==> config.mk <==
export PLATFORM = sky130hd
export DESIGN_NAME = tws_slave_rx
export DESIGN_NICKNAME = d
export VERILOG_FILES = /design/src/design/tws_pkg.sv /design/src/design/tws_slave_rx.sv
export VERILOG_INCLUDE_DIRS = /design/src /design/src/design
export SDC_FILE = /design/constraint.sdc
export NUM_CORES = 1
export LEC_CHECK = 0
export BUFFER_PORTS_ARGS = -buffer_cell sky130_fd_sc_hd__buf_2
export CORE_MARGIN = 2
export CORE_UTILIZATION = 41
export DETAILED_ROUTE_END_ITERATION = 16
export REMOVE_ABC_BUFFERS = 1
export SLEW_MARGIN = 10
export SYNTH_ARGS = -nofsm -noshare
export SYNTH_HDL_FRONTEND = slang
export SYNTH_SLANG_ARGS = --single-unit
==> constraint.sdc <==
create_clock -name aclk -period 1.8 [get_ports aclk]
set_input_delay 0.36 -clock aclk [delete_from_list [all_inputs] [get_ports aclk]]
set_output_delay 0.36 -clock aclk [all_outputs]
set_load 0.05 [all_outputs]
==> src/design/tws_defines.svh <==
// register map, field positions, reset values and status codes of the two-wire slave receiver
`ifndef TWS_DEFINES_SVH
`define TWS_DEFINES_SVH

// ****************************************
// register byte offsets
// ****************************************
`define TWS_OFS_CONTROL 8'h00
`define TWS_OFS_STATUS 8'h04
`define TWS_OFS_DATA 8'h08
`define TWS_OFS_OWN_ADDR 8'h0C

// ****************************************
// control register fields
// ****************************************
`define TWS_CTL_IRQ_FLAG 7
`define TWS_CTL_ACK_ENABLE 6
`define TWS_CTL_START_REQUEST 5
`define TWS_CTL_STOP_REQUEST 4
`define TWS_CTL_WRITE_COLLISION 3
`define TWS_CTL_IFACE_ENABLE 2
`define TWS_CTL_IRQ_ENABLE 0

// ****************************************
// reset values and bus answers
// ****************************************
`define TWS_RST_BYTE 8'h00
`define TWS_GENERAL_CALL_ADDRESS 7'h00
`define TWS_RESP_OKAY 2'b00
`define TWS_RESP_SLVERR 2'b10

// ****************************************
// status codes, prescaler bits read as zero
// ****************************************
`define TWS_ST_OWN_W_ACK 8'h60
`define TWS_ST_ARB_OWN_W_ACK 8'h68
`define TWS_ST_GC_ACK 8'h70
`define TWS_ST_ARB_GC_ACK 8'h78
`define TWS_ST_DATA_ACK 8'h80
`define TWS_ST_DATA_NACK 8'h88
`define TWS_ST_GC_DATA_ACK 8'h90
`define TWS_ST_GC_DATA_NACK 8'h98
`define TWS_ST_STOP_RSTART 8'hA0
`define TWS_ST_NO_INFO 8'hF8

`endif

==> src/design/tws_pkg.sv <==
// types shared by the two-wire slave receiver
package tws_pkg;

  // ****************************************
  // receive engine states
  // ****************************************
  typedef enum logic [2:0] {
    TWS_IDLE,
    TWS_ADDR,
    TWS_ADDR_ACK,
    TWS_HOLD,
    TWS_DATA,
    TWS_DATA_ACK
  } tws_state_e;

  // ****************************************
  // what follows once software clears the flag
  // ****************************************
  typedef enum logic [1:0] {
    TWS_NEXT_DATA,
    TWS_NEXT_IDLE,
    TWS_NEXT_ADDR
  } tws_next_e;

endpackage

==> src/design/tws_slave_rx.sv <==
// two-wire slave receiver with AXI4-Lite register access
//
// Contract
// - upper seven own-address bits are the slave address answered.
// - own-address bit 0 enables answering general call address 0x00.
// - after a match, direction bit 0 selects receive; 1 selects transmit; the code leaves a read unacknowledged and goes idle.
// - own address plus write bit received sets flag and posts valid status.
// - lost arbitration then addressed for writing enters receive, status 0x68/0x78.
// - ack-enable cleared mid-transfer gives NOT ACK after next data byte.
// - ack-enable zero ignores own address; bus still monitored for resumption.
// - outside idle sleep the system clock to the interface is stopped.
// - asleep with ack-enable set, address still acknowledged from bus clock.
// - match in sleep wakes, SCL held low until flag cleared by one.
// - after sleep wake the data register need not hold last bus byte.
// - status 0x60 for own address with write bit acknowledged.
// - status 0x68 for arbitration lost then own address write acknowledged.
// - status 0x70 for general call address acknowledged.
// - status 0x78 for arbitration lost then general call acknowledged.
// - flag cleared in 0x60-0x80 receives next byte, ACK per ack-enable.
// - status 0x80 for data byte acknowledged; byte readable in data register.
// - after 0x88, clearing with ack-enable zero recognises no address.
// - after 0x88 with ack-enable one, own address on, general call if enabled.
// - not-addressed response with start request sends START when bus free; the code launches it only after status 0xA0.
// - general call data byte gives status 0x90 on ACK, 0x98 on NOT ACK.
// - STOP or repeated START while addressed gives 0xA0, then not addressed.
//
// The placing of the registers and the AXI4-Lite register port were left to the implementer.
`timescale 1ns/100ps
`include "tws_defines.svh"

module tws_slave_rx
  import tws_pkg::*;
(
  input wire logic aclk,
  input wire logic aresetn,
  // axi4-lite slave
  input wire logic [7:0] s_axi_awaddr,
  input wire logic s_axi_awvalid,
  output logic s_axi_awready,
  input wire logic [31:0] s_axi_wdata,
  input wire logic [3:0] s_axi_wstrb,
  input wire logic s_axi_wvalid,
  output logic s_axi_wready,
  output logic [1:0] s_axi_bresp,
  output logic s_axi_bvalid,
  input wire logic s_axi_bready,
  input wire logic [7:0] s_axi_araddr,
  input wire logic s_axi_arvalid,
  output logic s_axi_arready,
  output logic [31:0] s_axi_rdata,
  output logic [1:0] s_axi_rresp,
  output logic s_axi_rvalid,
  input wire logic s_axi_rready,
  // two-wire bus pins, open drain
  input wire logic scl_i,
  output logic scl_o,
  output logic scl_oe,
  input wire logic sda_i,
  output logic sda_o,
  output logic sda_oe,
  // neighbouring logic
  input wire logic arb_lost,
  input wire logic sleep_mode,
  output logic wake_req,
  output logic irq_request,
  output logic start_launch
);

  // ****************************************
  // declarations
  // ****************************************
  tws_state_e state;
  tws_next_e hold_next;
  logic [7:0] status_reg;
  logic [7:0] data_reg;
  logic [7:0] own_address_reg;
  logic irq_flag, ack_enable, start_request, stop_request, write_collision, iface_enable, irq_enable;
  logic [1:0] scl_sync, sda_sync;
  logic scl_prev, sda_prev;
  logic [7:0] shift;
  logic [3:0] bit_cnt;
  logic gc_mode, arb_pending, ack_sel, bus_busy, start_pend;
  logic aw_got, w_got;
  logic [7:0] aw_addr;
  logic [7:0] w_byte;
  logic w_lane;

  // ****************************************
  // pin synchronisers and bus condition detection
  // ****************************************
  // two flops before anything looks at the pins; the link clock is just sampled
  always_ff @(posedge aclk) begin
    if (!aresetn) begin
      scl_sync <= 2'b11;
      sda_sync <= 2'b11;
      scl_prev <= 1'b1;
      sda_prev <= 1'b1;
    end else begin
      scl_sync <= {scl_sync[0], scl_i};
      sda_sync <= {sda_sync[0], sda_i};
      scl_prev <= scl_sync[1];
      sda_prev <= sda_sync[1];
    end
  end

  wire scl_s = scl_sync[1];
  wire sda_s = sda_sync[1];
  wire scl_rise = scl_s & ~scl_prev;
  wire scl_fall = ~scl_s & scl_prev;
  wire start_cond = scl_s & scl_prev & sda_prev & ~sda_s;
  wire stop_cond = scl_s & scl_prev & ~sda_prev & sda_s;

  // ****************************************
  // address decode for the receive engine
  // ****************************************
  wire [7:0] addr_byte = shift;
  wire own_match = (addr_byte[7:1] == own_address_reg[7:1]);
  wire gc_match = (addr_byte[7:1] == `TWS_GENERAL_CALL_ADDRESS) & own_address_reg[0];
  // ack-enable gates recognition; monitoring goes on regardless so it resumes at once
  wire addr_hit = iface_enable & ack_enable & (own_match | gc_match);
  wire write_dir = ~addr_byte[0];
  wire addressed = (state == TWS_DATA) | (state == TWS_DATA_ACK) | (state == TWS_HOLD);
  wire [7:0] addr_status = gc_match & ~own_match ?
    (arb_pending ? `TWS_ST_ARB_GC_ACK : `TWS_ST_GC_ACK) :
    (arb_pending ? `TWS_ST_ARB_OWN_W_ACK : `TWS_ST_OWN_W_ACK);
  wire [7:0] data_status = gc_mode ?
    (ack_sel ? `TWS_ST_GC_DATA_ACK : `TWS_ST_GC_DATA_NACK) :
    (ack_sel ? `TWS_ST_DATA_ACK : `TWS_ST_DATA_NACK);
  wire hw_set_flag = (state == TWS_ADDR_ACK & scl_fall) | (state == TWS_DATA_ACK & scl_fall) |
    (addressed & state != TWS_HOLD & (stop_cond | start_cond));

  // ****************************************
  // receive engine
  // ****************************************
  always_ff @(posedge aclk) begin
    if (!aresetn) begin
      state <= TWS_IDLE;
      hold_next <= TWS_NEXT_IDLE;
      shift <= `TWS_RST_BYTE;
      bit_cnt <= 4'h0;
      gc_mode <= 1'b0;
      ack_sel <= 1'b0;
      status_reg <= `TWS_ST_NO_INFO;
    end else if (!iface_enable) begin
      state <= TWS_IDLE;
      status_reg <= `TWS_ST_NO_INFO;
    end else if (addressed & state != TWS_HOLD & (stop_cond | start_cond)) begin
      // stop or repeated start while still addressed
      status_reg <= `TWS_ST_STOP_RSTART;
      hold_next <= start_cond ? TWS_NEXT_ADDR : TWS_NEXT_IDLE;
      state <= TWS_HOLD;
    end else if (start_cond & state != TWS_HOLD) begin
      state <= TWS_ADDR;
      bit_cnt <= 4'h0;
    end else if (stop_cond & state != TWS_HOLD) begin
      state <= TWS_IDLE;
    end else begin
      unique case (state)
        TWS_IDLE: begin
          bit_cnt <= 4'h0;
        end
        TWS_ADDR: begin
          if (scl_rise) begin
            shift <= {shift[6:0], sda_s};
            bit_cnt <= bit_cnt + 4'h1;
          end else if (scl_fall && bit_cnt == 4'h8) begin
            // a read request belongs to transmit mode, which is not here
            if (addr_hit && write_dir) begin
              state <= TWS_ADDR_ACK;
              gc_mode <= gc_match & ~own_match;
            end else begin
              state <= TWS_IDLE;
            end
          end
        end
        TWS_ADDR_ACK: begin
          if (scl_fall) begin
            status_reg <= addr_status;
            hold_next <= TWS_NEXT_DATA;
            state <= TWS_HOLD;
          end
        end
        TWS_HOLD: begin
          // software answers by clearing the flag; ack-enable is sampled then
          if (!irq_flag) begin
            ack_sel <= ack_enable;
            bit_cnt <= 4'h0;
            status_reg <= `TWS_ST_NO_INFO;
            if (hold_next == TWS_NEXT_DATA && !stop_request && status_reg != `TWS_ST_DATA_NACK &&
                status_reg != `TWS_ST_GC_DATA_NACK) begin
              state <= TWS_DATA;
            end else if (hold_next == TWS_NEXT_ADDR) begin
              state <= TWS_ADDR;
            end else begin
              state <= TWS_IDLE;
            end
          end
        end
        TWS_DATA: begin
          if (scl_rise) begin
            shift <= {shift[6:0], sda_s};
            bit_cnt <= bit_cnt + 4'h1;
          end else if (scl_fall && bit_cnt == 4'h8) begin
            state <= TWS_DATA_ACK;
          end
        end
        TWS_DATA_ACK: begin
          if (scl_fall) begin
            status_reg <= data_status;
            hold_next <= TWS_NEXT_DATA;
            state <= TWS_HOLD;
          end
        end
        default: begin
          state <= TWS_IDLE;
        end
      endcase
    end
  end

  // ****************************************
  // pin drive
  // ****************************************
  // a nack is simply sda left released, which reads as one
  assign sda_o = 1'b0;
  assign scl_o = 1'b0;
  assign sda_oe = (state == TWS_ADDR_ACK) | (state == TWS_DATA_ACK & ack_sel);
  // holding scl through a long wake-up blocks every other master on the bus
  assign scl_oe = (state == TWS_HOLD) & irq_flag;

  // ****************************************
  // arbitration loss, bus free and start launch
  // ****************************************
  always_ff @(posedge aclk) begin
    if (!aresetn) begin
      arb_pending <= 1'b0;
      bus_busy <= 1'b0;
      start_pend <= 1'b0;
    end else begin
      if (arb_lost) begin
        arb_pending <= 1'b1;
      end else if (state == TWS_ADDR_ACK && scl_fall) begin
        arb_pending <= 1'b0;
      end else if (stop_cond) begin
        arb_pending <= 1'b0;
      end
      if (start_cond) begin
        bus_busy <= 1'b1;
      end else if (stop_cond) begin
        bus_busy <= 1'b0;
      end
      if (state == TWS_HOLD && !irq_flag && hold_next != TWS_NEXT_DATA && start_request) begin
        start_pend <= 1'b1;
      end else if (start_launch) begin
        start_pend <= 1'b0;
      end
    end
  end

  // one pulse to the master logic once the bus is seen free
  assign start_launch = start_pend & ~bus_busy & (state == TWS_IDLE);

  // ****************************************
  // axi4-lite decode
  // ****************************************
  wire wr_fire = aw_got & w_got & ~s_axi_bvalid;
  wire wr_ctl = wr_fire & w_lane & (aw_addr == `TWS_OFS_CONTROL);
  wire wr_data = wr_fire & w_lane & (aw_addr == `TWS_OFS_DATA);
  wire wr_own = wr_fire & w_lane & (aw_addr == `TWS_OFS_OWN_ADDR);
  wire wr_mapped = (aw_addr == `TWS_OFS_CONTROL) | (aw_addr == `TWS_OFS_STATUS) |
    (aw_addr == `TWS_OFS_DATA) | (aw_addr == `TWS_OFS_OWN_ADDR);
  wire rd_fire = s_axi_arvalid & s_axi_arready;
  wire [7:0] ctl_value = {irq_flag, ack_enable, start_request, stop_request, write_collision,
    iface_enable, 1'b0, irq_enable};
  wire rd_ctl = (s_axi_araddr == `TWS_OFS_CONTROL);
  wire rd_sts = (s_axi_araddr == `TWS_OFS_STATUS);
  wire rd_dat = (s_axi_araddr == `TWS_OFS_DATA);
  wire rd_own = (s_axi_araddr == `TWS_OFS_OWN_ADDR);
  wire [7:0] rd_byte = rd_ctl ? ctl_value : rd_sts ? status_reg : rd_dat ? data_reg :
    rd_own ? own_address_reg : `TWS_RST_BYTE;
  wire rd_mapped = rd_ctl | rd_sts | rd_dat | rd_own;

  assign s_axi_awready = ~aw_got;
  assign s_axi_wready = ~w_got;
  assign s_axi_arready = ~s_axi_rvalid;

  // ****************************************
  // axi4-lite channel handshakes
  // ****************************************
  // address and data are latched separately so either may come first
  always_ff @(posedge aclk) begin
    if (!aresetn) begin
      aw_got <= 1'b0;
      w_got <= 1'b0;
      aw_addr <= `TWS_RST_BYTE;
      w_byte <= `TWS_RST_BYTE;
      w_lane <= 1'b0;
      s_axi_bvalid <= 1'b0;
      s_axi_bresp <= `TWS_RESP_OKAY;
    end else begin
      if (s_axi_awvalid && !aw_got) begin
        aw_got <= 1'b1;
        aw_addr <= {s_axi_awaddr[7:2], 2'b00};
      end
      if (s_axi_wvalid && !w_got) begin
        w_got <= 1'b1;
        w_byte <= s_axi_wdata[7:0];
        w_lane <= s_axi_wstrb[0];
      end
      if (wr_fire) begin
        aw_got <= 1'b0;
        w_got <= 1'b0;
        s_axi_bvalid <= 1'b1;
        s_axi_bresp <= wr_mapped ? `TWS_RESP_OKAY : `TWS_RESP_SLVERR;
      end else if (s_axi_bvalid && s_axi_bready) begin
        s_axi_bvalid <= 1'b0;
      end
    end
  end

  // read data registered one cycle after the address is taken
  always_ff @(posedge aclk) begin
    if (!aresetn) begin
      s_axi_rvalid <= 1'b0;
      s_axi_rdata <= 32'h0000_0000;
      s_axi_rresp <= `TWS_RESP_OKAY;
    end else if (rd_fire) begin
      s_axi_rvalid <= 1'b1;
      s_axi_rdata <= {24'h00_0000, rd_byte};
      s_axi_rresp <= rd_mapped ? `TWS_RESP_OKAY : `TWS_RESP_SLVERR;
    end else if (s_axi_rready) begin
      s_axi_rvalid <= 1'b0;
    end
  end

  // ****************************************
  // control, data and own-address registers
  // ****************************************
  // hardware setting the flag outranks a write of one in the same cycle
  always_ff @(posedge aclk) begin
    if (!aresetn) begin
      irq_flag <= 1'b0;
      ack_enable <= 1'b0;
      start_request <= 1'b0;
      stop_request <= 1'b0;
      write_collision <= 1'b0;
      iface_enable <= 1'b0;
      irq_enable <= 1'b0;
      own_address_reg <= `TWS_RST_BYTE;
    end else begin
      if (hw_set_flag) begin
        irq_flag <= 1'b1;
      end else if (wr_ctl && w_byte[`TWS_CTL_IRQ_FLAG]) begin
        irq_flag <= 1'b0;
      end
      if (wr_ctl) begin
        ack_enable <= w_byte[`TWS_CTL_ACK_ENABLE];
        iface_enable <= w_byte[`TWS_CTL_IFACE_ENABLE];
        irq_enable <= w_byte[`TWS_CTL_IRQ_ENABLE];
        stop_request <= w_byte[`TWS_CTL_STOP_REQUEST];
      end else if (state == TWS_HOLD && !irq_flag) begin
        stop_request <= 1'b0;
      end
      if (wr_ctl) begin
        start_request <= w_byte[`TWS_CTL_START_REQUEST];
      end else if (start_launch) begin
        start_request <= 1'b0;
      end
      // writing data while the flag is low is a collision; clearing is by a data write with flag high
      if (wr_data && !irq_flag) begin
        write_collision <= 1'b1;
      end else if (wr_data) begin
        write_collision <= 1'b0;
      end
      if (wr_own) begin
        own_address_reg <= w_byte;
      end
    end
  end

  // received byte lands on the ack edge; while asleep the store is skipped
  always_ff @(posedge aclk) begin
    if (!aresetn) begin
      data_reg <= `TWS_RST_BYTE;
    end else if (state == TWS_DATA_ACK && scl_fall && !sleep_mode) begin
      data_reg <= shift;
    end else if (wr_data && irq_flag) begin
      data_reg <= w_byte;
    end
  end

  // ****************************************
  // sleep wake and interrupt request
  // ****************************************
  // in deep sleep the whole receive engine keeps running and only the data-register store is skipped; a flagged event asks for the clocks back
  assign wake_req = sleep_mode & irq_flag;
  assign irq_request = irq_flag & irq_enable;

endmodule // tws_slave_rx

## Word-level counts from Yosys, hierarchy flattened

Index checks and enable logic that the tools add are counted.
W data, S select, Z words.

- Bits in registers: 90
- Word-level logic and storage cells: 258
- Input bits: 63
- Output and inout bits: 48

- Reductions and logical operators: 58
- $add $sub $neg: 1
- Bitwise logic cells: 62
- Eq/ne operators: 40
- Multiplexer cells: 62

Operators with widths:

| cell | count |
|---|---|
| $mux W8 | 9 |
| $mux W4 | 8 |
| $and A1 B1 Y1 | 30 |
| $reduce_and A6 Y1 | 5 |
| $mux W2 | 12 |
| $pmux W8 S3 | 1 |
| $reduce_bool A2 Y1 | 12 |
| $mux W3 | 7 |
| $mux W7 | 3 |
| $not A1 Y1 | 19 |
| $mux W1 | 18 |
| $ne A2 B2 Y1 const B | 9 |
| $logic_and A1 B1 Y1 | 17 |
| $eq A8 B4 Y1 const B | 2 |
| $logic_not A8 Y1 | 2 |
| $ne A8 B8 Y1 const B | 2 |
| $ne A5 B5 Y1 const B | 3 |
| $pmux W3 S5 | 1 |
| $reduce_and A7 Y1 | 2 |
| $or A1 B1 Y1 | 13 |
| $eq A6 B2 Y1 const B | 2 |
| $ne A3 B3 Y1 const B | 4 |
| $pmux W4 S3 | 1 |
| $mux W5 | 2 |
| other kinds (27) | 39 |

## Longest topological paths before layout

Gate-level depths: netlist of run 1.

- Depth in word-level cells: 12
- Gate-level depth with buffers: 8
- Depth with buffers taken out: 6

## Worst setup path after synthesis of run 1

No wires, ideal clock.

- Path type: register -> output
- Start point: reg state[0]
- End point: out sda_oe
- Arrival time: 1915 ps
- Path slack: -475 ps
- Data required time: 1440 ps
- Stages on the path, launching flop included: 5
- Path buffers: 2
- Cells stage by stage: dfxtp_1 buf_4 buf_2 nand3_1 o21ai_0

- Cells in the longest elaborated chain, start to end: 3
- Elaborated cells between the ends (all ways): 4
- Classes of those cells: eq/ne (2); bitwise (2)

RTL lines:

| what | line | RTL |
|---|---|---|
| start, declared | tws_slave_rx.sv:72 | `tws_state_e state;` |
| start signal, assigned | tws_slave_rx.sv:137 | `state <= TWS_IDLE;` |
| start signal, assigned | tws_slave_rx.sv:145 | `state <= TWS_IDLE;` |
| start signal, assigned | tws_slave_rx.sv:151 | `state <= TWS_HOLD;` |
| $eq A3 B3 Y1 | tws_slave_rx.sv:227 | `assign sda_oe = (state == TWS_ADDR_ACK) \| (state == TWS_DATA_ACK & ack_sel);` |
| $and A1 B1 Y1 | tws_slave_rx.sv:227 |  |
| $or A1 B1 Y1 * | tws_slave_rx.sv:227 |  |
| end, declared | tws_slave_rx.sv:60 | `output logic sda_oe,` |

Mark *: on every way between the ends. The rest lies on a longest branch, timed or not.

## Worst setup path after layout of run 1

- Start point: reg state[1]
- End point: out sda_oe

The elaborated chain is that of the path after synthesis.

==> reports/summary.md, run 1 <==
Count of state elements after synthesis: 85. The post-route fraction of the period consumed by the critical path came out at 99.38%. For this run, global-route usage on met2 was measured as 29.59%. The mean cell area of the mapped netlist was 9.031 sq um. Dividing the detail-routed wire length by the instance count gives 14.41 um. The design draws 3.648 mW. Data arrives at the worst endpoint at 1.43 ns. Among all flip-flop cells after synthesis, the most frequent one is sky130_fd_sc_hd__dfxtp_1. The run gives 3207 as the via count of the first global-routing pass. The floorplan step defined a core boundary enclosing 9864 sq um. Area occupied by multi-input gates: 2285 sq um. Of the total synthesized cell area, the portion taken by AND, OR, NAND and NOR gates is 21.62%. Most used routing layer in global routing: met2.

The die height works out to 105.1 um. Entering global routing, the biggest net connects 31 pins. Clock skew on the completed layout was measured at 0.009432 ns. Derived from the worst setup path, the maximum achievable clock frequency is 559.0 MHz. The data required time of the critical path was 1.44 ns. In the layout the commonest cells are 81 x sky130_fd_sc_hd__dfxtp_1, 62 x sky130_fd_sc_hd__nor2_1, 50 x sky130_fd_sc_hd__buf_2. After filler insertion, the fill cell instance count of the layout stands at 939. From synthesis to final layout, the design area changed by 19.95%.

The final antenna diode count is 0. The met3 routing resource usage after global routing was 2.870%; the first-pass GRT wire length was 15990 um. Wires add up to 9715 um. Setup repair after global routing could not meet its margin everywhere. In this run, synthesis inferred 0 flip-flops with an integrated enable. The power density over the cells is 725.8 nW/um^2, and the max-slew violation total from the final report is 0. The final sum of negative setup slack is 0 ns.

The remaining number of nets flagged by the antenna check after routing was 0. By area, the combinational part of the netlist is dominated by simple AND/OR/NAND/NOR gates. The run gives 0 as the leftover overflow at the end of global routing.

The synthesized design spends more area on one cell type than any other, namely sky130_fd_sc_hd__dfxtp_1. STA classifies the critical path startpoint as a flip-flop. Summed over its instances, the top area cell type makes up 40.61% of the synthesized netlist area. Global routing consumed, over all layers together, 18.39% of the routing resources. TritonCTS built the clock tree. The run finished with clean final reports.

In this run the tool buffered the top-level ports with 53 buffer cells. The final route contains 3396 vias. The final cell area excluding filler cells was 5026 sq um. Cells with a size suffix above 1 make up 27.54% of the layout.

The cell count after synthesis came out at 464. The classification of the worst setup path was reg2out. The type of the worst min-delay path was in2reg. The net count reported at finish was 602; the clock-pin slew reported for the worst setup and hold paths after clock tree synthesis was 0.09 ns. The initial antenna violation count was 0; the global routing usage on met1 was 24.80%. Counting the buffers created by CTS gives 9. The HPWL after detailed placement is 7278 um. In this run the deepest clock path goes through 2 buffers. The area of the die was 11050 sq um. The first routing iteration left 163 violations. For the clock sink count, the log shows 85. The placer's final routability congestion estimate was 0.8699. The mapped netlist covers 4190 sq um. The Yosys step of the flow raised 0 warnings.

The final core area utilization is 50.95%, and the via density per instance is 5.039. The logs give 0 for the final hold violation count and 62.20% for the max-slew headroom at the worst pin. Ranked by total cell area, the synthesized netlist is headed by sky130_fd_sc_hd__dfxtp_1 41%, sky130_fd_sc_hd__mux2i_1 9.1%, sky130_fd_sc_hd__nor2_1 5.6%. In the routed design, unresolved DRC markers number 0. Once the floorplan was initialized, standard cells occupied 42.48% of the core. Summing all flip-flop and latch instances after layout gives 1714 sq um. The number of placed cells counting well taps is 653. Counting flops with an async set or reset pin after synthesis yields a share of 0%. Of the synthesized area, sequential elements account for 40.61%. Leaving out filler cells and counting taps, the final layout contains 674. The XOR/XNOR share of the synthesized area was 1.881%; the max capacitance violation total was 0. The chip width was 105.1 um; the placed standard-cell area was 4669 sq um. Clock tree synthesis selected as its root buffer the cell sky130_fd_sc_hd__clkbuf_8. The analysis attributes to cell leakage a power of 2.229 nW.

For the pin with the worst max-slew slack, the measured transition is 0.5659 ns. Summing the areas of all fa, ha and maj instances in the mapped netlist gives 0.5972% of the synthesized area. Maximum fanout count along the critical path: 6. The run gives 0 as the setup violation total in the final timing report. The minimum period implied by the final worst setup slack was 1.789 ns. The floorplan has 36 rows. Clock latency on the worst-skew pair, taken at its later pin, is 0.36 ns.

Summing the areas of all compound-gate instances in the mapped netlist gives 13.38% of the synthesized area. The proportion of synthesized area in mux cells is 12.57%, and the number of distinct standard cells referenced by the synthesized netlist is 68. 111 I/O pins were placed. The maximum vdd drop is 0.3948 mV. The H-tree depth was 3; the length of the first detailed-routing pass in iterations was 4. The worst setup path is captured at a primary output. The library cell used most frequently in the layout, excluding fill and tap cells, is sky130_fd_sc_hd__dfxtp_1.
## layer usage
layer	wire length (um)	part of all wire [%]
met1	4631	48
met2	4421	46
met3	543	5.6
met4	118	1.2
met5	0	0
## kinds of logic (layout without fill, tap and decap cells)
group,Yosys count,in the layout
AND/OR/NAND/NOR,177,177
adder cells (fa/ha/maj),2,2
buffers and inverters,64,114
multiplexers,46,46
flip-flops,85,85
XOR/XNOR,9,9
AO/OA/AOI/OAI,80,80
other,1,28
## synthesized netlist by cell type (3+ instances only)
| master | count |
|---|---|
| sky130_fd_sc_hd__dfxtp_1 | 85 |
| sky130_fd_sc_hd__nor2_1 | 63 |
| sky130_fd_sc_hd__nand2_1 | 45 |
| sky130_fd_sc_hd__mux2i_1 | 38 |
| sky130_fd_sc_hd__buf_4 | 29 |
| sky130_fd_sc_hd__a21oi_1 | 23 |
| sky130_fd_sc_hd__clkbuf_1 | 14 |
| sky130_fd_sc_hd__a211oi_1 | 11 |
| sky130_fd_sc_hd__inv_1 | 10 |
| sky130_fd_sc_hd__nand2b_1 | 9 |
| sky130_fd_sc_hd__o21ai_0 | 8 |
| sky130_fd_sc_hd__nor2b_1 | 7 |
| sky130_fd_sc_hd__nor3_1 | 7 |
| sky130_fd_sc_hd__a22oi_1 | 6 |
| sky130_fd_sc_hd__xnor2_1 | 6 |
| sky130_fd_sc_hd__mux4_2 | 5 |
| sky130_fd_sc_hd__nand3_1 | 5 |
| sky130_fd_sc_hd__nor4_1 | 5 |
| sky130_fd_sc_hd__buf_2 | 4 |
| sky130_fd_sc_hd__nand4_1 | 4 |
| sky130_fd_sc_hd__a21o_1 | 3 |
| sky130_fd_sc_hd__a32oi_1 | 3 |
| sky130_fd_sc_hd__and2_1 | 3 |
| sky130_fd_sc_hd__and3_1 | 3 |
| sky130_fd_sc_hd__buf_6 | 3 |
| sky130_fd_sc_hd__mux2_2 | 3 |
| sky130_fd_sc_hd__o211ai_1 | 3 |
| sky130_fd_sc_hd__xor2_1 | 3 |
## stage by stage
stage                     setup slack [ns]  hold slack [ns]
after floorplan                    -0.5004           0.3863
after global placement             0.06302           0.3951
after detailed placement           0.02083           0.3970
after CTS                         -0.02857           0.1620
after global routing              -0.07610           0.1749
final                              0.01110           0.1737
## worst paths after layout
kind                     start      endpoint  slack, ns  cells after the start
setup / recovery      state[1]        sda_oe       0.01                      3
hold / removal    s_axi_rready  s_axi_rvalid       0.17                      2
setup reg to reg      state[2]  hold_next[1]       0.07                      7
hold reg to reg    sda_sync[0]   sda_sync[1]       0.41                      1
## power breakdown
part	total [mW]	switching (mW)	internal, mW	leakage, nW
Combinational	0.412	0.297	0.116	1.44
Sequential	1.95	0.0409	1.91	0.693
Clock	1.28	0.704	0.577	0.0958
## layout make-up
cell class                      count  share of cell area [%]
Inverter                           11                  0.8215
Timing Repair Buffer               88                   12.67
Clock inverter                      4                  0.6224
Tap cell                          133                   3.311
Multi-Input combinational cell    342                   45.46
Clock buffer                       11                   3.012
Sequential cell                    85                   34.10
## critical path: stages, from the launching register on
cell                      delay [ns]
sky130_fd_sc_hd__dfxtp_4        0.40
sky130_fd_sc_hd__or3b_4         0.40
sky130_fd_sc_hd__o21ai_1        0.10
sky130_fd_sc_hd__buf_6          0.18
## repair_timing
item	in CTS	in global routing
hold buffers	0	0
setup buffers	6	1
pin swaps	2	8
endpoints found under the setup margin	5	18
endpoints found under the hold margin	0	0
gates resized for setup	17	21
No activity file was read; power rests on OpenSTA's default activity.
==> inputs of run 2 (changes only) <==
PLACE_DENSITY = 0.73   (was not set)
SLEW_MARGIN = not set   (was 10)
==> run 2 against run 1 <==
The run now ends with setup timing left. Register-to-register slack is essentially flat. Combinational power grew 1%. Total power grew 8.9%. Count of clock-buffer cells in the layout shrank 1. Clock skew grew 0.0059 ns. Sequential cell count is the same. First-iteration DRC count grew 4.3%. Non-clock buffer count grew 9. Largest power group unchanged.
==> reports/summary.md, run 2 (synthesis results as in run 1) <==
The run gives 4 as the length of the first detailed-routing pass in iterations. Maximum fanout count along the critical path: 6. Fill cell total of the finished layout: 900. The total overflow left after global routing is 0.

Setup repair after global routing could not meet its margin everywhere. The share of total power dissipated in combinational logic is 10.5%. Together, buffers and inverters on the worst path number 3. For this configuration, the core starts out at a cell density of 42.48%. At the pin with the least slew margin, the transition time is 0.5115 ns. The share of total power dissipated in sequential elements is 49.2%. Among all stages on the critical path, the largest delay is contributed by sky130_fd_sc_hd__dfxtp_4. The clock sink count is 85.

Clock-pin slew was measured on the worst setup and hold paths at 0.09 ns. In this run, the clock network consumes 40.3% of the power. The max-slew violation total from the final report is 0, and the worst-case clock buffer depth is 2.

Die height: 105.1 um. The routed layout has 3517 vias. The tools report the final sum of negative setup slack as -0.004121 ns. The final total power was 3.973 mW. The number of core rows came out at 36. After detailed routing, the number of vias per cell comes to 5.142. The checks that failed: setup timing.

The tools report the post-detailed-routing wire length as 10010 um. The max-slew headroom at the worst pin was 65.83%; the net switching fraction of the power was 25.64%. The first global-routing pass estimated 16230 um of wire. In this run the number of H-tree levels came out at 3. After legalization and detailed placement, the total HPWL measured 7342 um. Type of origin of the critical path: a flip-flop. Placeable core region: 9864 sq um. Data arrives at the worst endpoint at 1.44 ns.

The placer's final routability congestion estimate was 0.8710. The initial antenna violation count came out at 0. TritonCTS built the clock tree.

The library cell used most frequently in the layout, excluding fill and tap cells, is sky130_fd_sc_hd__dfxtp_1. The run gives 611 as the net count reported at finish. The worst hold path belongs to the class in2reg. The post-route netlist has 27.95% of its cells at a drive strength greater than 1. Summed over all nets, the switching power comes to 1.019 mW. STA classifies the critical path endpoint as a primary output. For the final antenna diode count, the log shows 0. The tool flagged a number of max-cap violations equal to 0. The number of buffers inserted by port buffering is 53, and the CTS buffer count is 9.

Traced cell by cell, the critical path runs through buf_8 > nor4_4 > nand2_1 > inv_2 > buf_8. Entering global routing, the biggest net connects 46 pins. For the via count of the first global-routing pass, the log shows 3243. The tools report the area of the die as 11050 sq um. The final hold violation count is 0. The classification of the worst setup path is reg2out. The flow ran to the end, but the final reports show violations. The power density over the cells was 779.0 nW/um^2; the hold slack was 0.1781 ns.

The area added between synthesis and finish works out to 21.71%. The largest single stage delay on the critical path is 0.38 ns. For the clock insertion delay at the later pin of the skew report, the log shows 0.35 ns. The worst register-to-register path begins at state[0]. The internal portion of the total power is 2.954 mW.

Most frequent cell on the critical path: sky130_fd_sc_hd__buf_8. The data required time of the critical path is 1.44 ns, and the minimum period implied by the final worst setup slack is 1.804 ns. The worst-case IR drop observed on VDD is 0.5957 mV.

The number of hold buffers added after CTS was 0. The library cells used most frequently in the layout, excluding fill and tap cells, are 82 x sky130_fd_sc_hd__dfxtp_1, 63 x sky130_fd_sc_hd__nor2_1, 50 x sky130_fd_sc_hd__buf_2. The detail route stage leaves a number of antenna-violating nets equal to 0.

Reported leakage power: 2.292 nW. Grouping stages by cell kind, the critical path spends the most delay in flip-flops. The highest clock frequency the design can meet was 554.3 MHz; the chip width was 105.1 um. For this run, design rule violations remaining after detail routing come to 0. The library cell used as clock root buffer was sky130_fd_sc_hd__clkbuf_8.

After layout, the worst path uses 100.2% of the clock period. In this run the count of I/O pins placed on the die edge is 111. After the first detailed-routing iteration, the DRC count stood at 170. Measured on the finished design, the core utilization comes to 51.70%.

The tools report the setup violation total in the final timing report as 1. In this run the most critical hold path is launched from s_axi_rready. Global routing usage summed across all routing layers: 18.45%. The tools report the setup slack of the critical path after layout as -0.004121 ns. After detailed routing, the average wire length per cell comes to 14.64 um. The critical path starts at state[1]. The post-route clock skew is 0.01531 ns.
==> run 2: area by class of cell <==
type                    instances  area [sq um]  area share [%]
multi-input cells             342          2270           44.50
flip-flops and latches         85          1713           33.59
inverters                      11         41.29          0.8096
clock buffers                  10         127.6           2.502
clock inverters                 6         111.4           2.184
repair buffers                 97         670.6           13.15
well taps                     133         166.4           3.263
==> run 2: per-stage QoR <==
stage	std cells	setup slack, ns	area (sq um)
6_report	684	-0.004121	5100
5_1_grt	684	-0.07689	5100
4_1_cts	680	-0.05066	5009
3_5_place_dp	659	0.0001393	4664
3_3_place_gp	659	0.04534	4664
2_1_floorplan	438	-0.5004	3945
==> run 2: path summary, 6_finish.rpt <==
check	slack [ns]	endpoint	cells past startpoint
hold / removal	0.18	s_axi_rvalid	2
setup reg to reg	0.08	bit_cnt[2]	6
setup / recovery	-0.004	start_launch	5
hold reg to reg	0.41	scl_sync[1]	1
==> run 2: what timing repair did <==
action / CTS / global route
gates cloned: 0 / 0
buffers inserted: 5 / 4
gates resized for setup: 18 / 17
setup endpoints to repair: 10 / 13
pin swaps: 2 / 5
==> run 2: metal layers <==
layer	routed length, um	vias up	part of all wire (%)	GRT usage, %
met5	0	-	0	0
li1	-	1745	-	-
met1	4680	1642	47	24.86
met4	221	0	2.2	6.476
met2	4597	112	46	29.68
met3	512	18	5.1	3.244
==> run 2: worst register-to-register path: stages, from the launching register on <==
cell and delay [ns]:
sky130_fd_sc_hd__dfxtp_4 0.37, sky130_fd_sc_hd__buf_12 0.13, sky130_fd_sc_hd__buf_4 0.14, sky130_fd_sc_hd__and3_2 0.23
sky130_fd_sc_hd__nor4_2 0.31, sky130_fd_sc_hd__o21ai_2 0.13, sky130_fd_sc_hd__o221a_2 0.30
==> run 2: power groups by stage <==
stage	combinational (mW)	sequential, mW	clock (mW)
global route	0.447	1.96	1.71
detailed placement	0.408	2.00	0
floorplan	0.277	2.01	0
finish	0.417	1.96	1.60
CTS	0.410	1.95	1.63
global placement	0.399	2.00	0
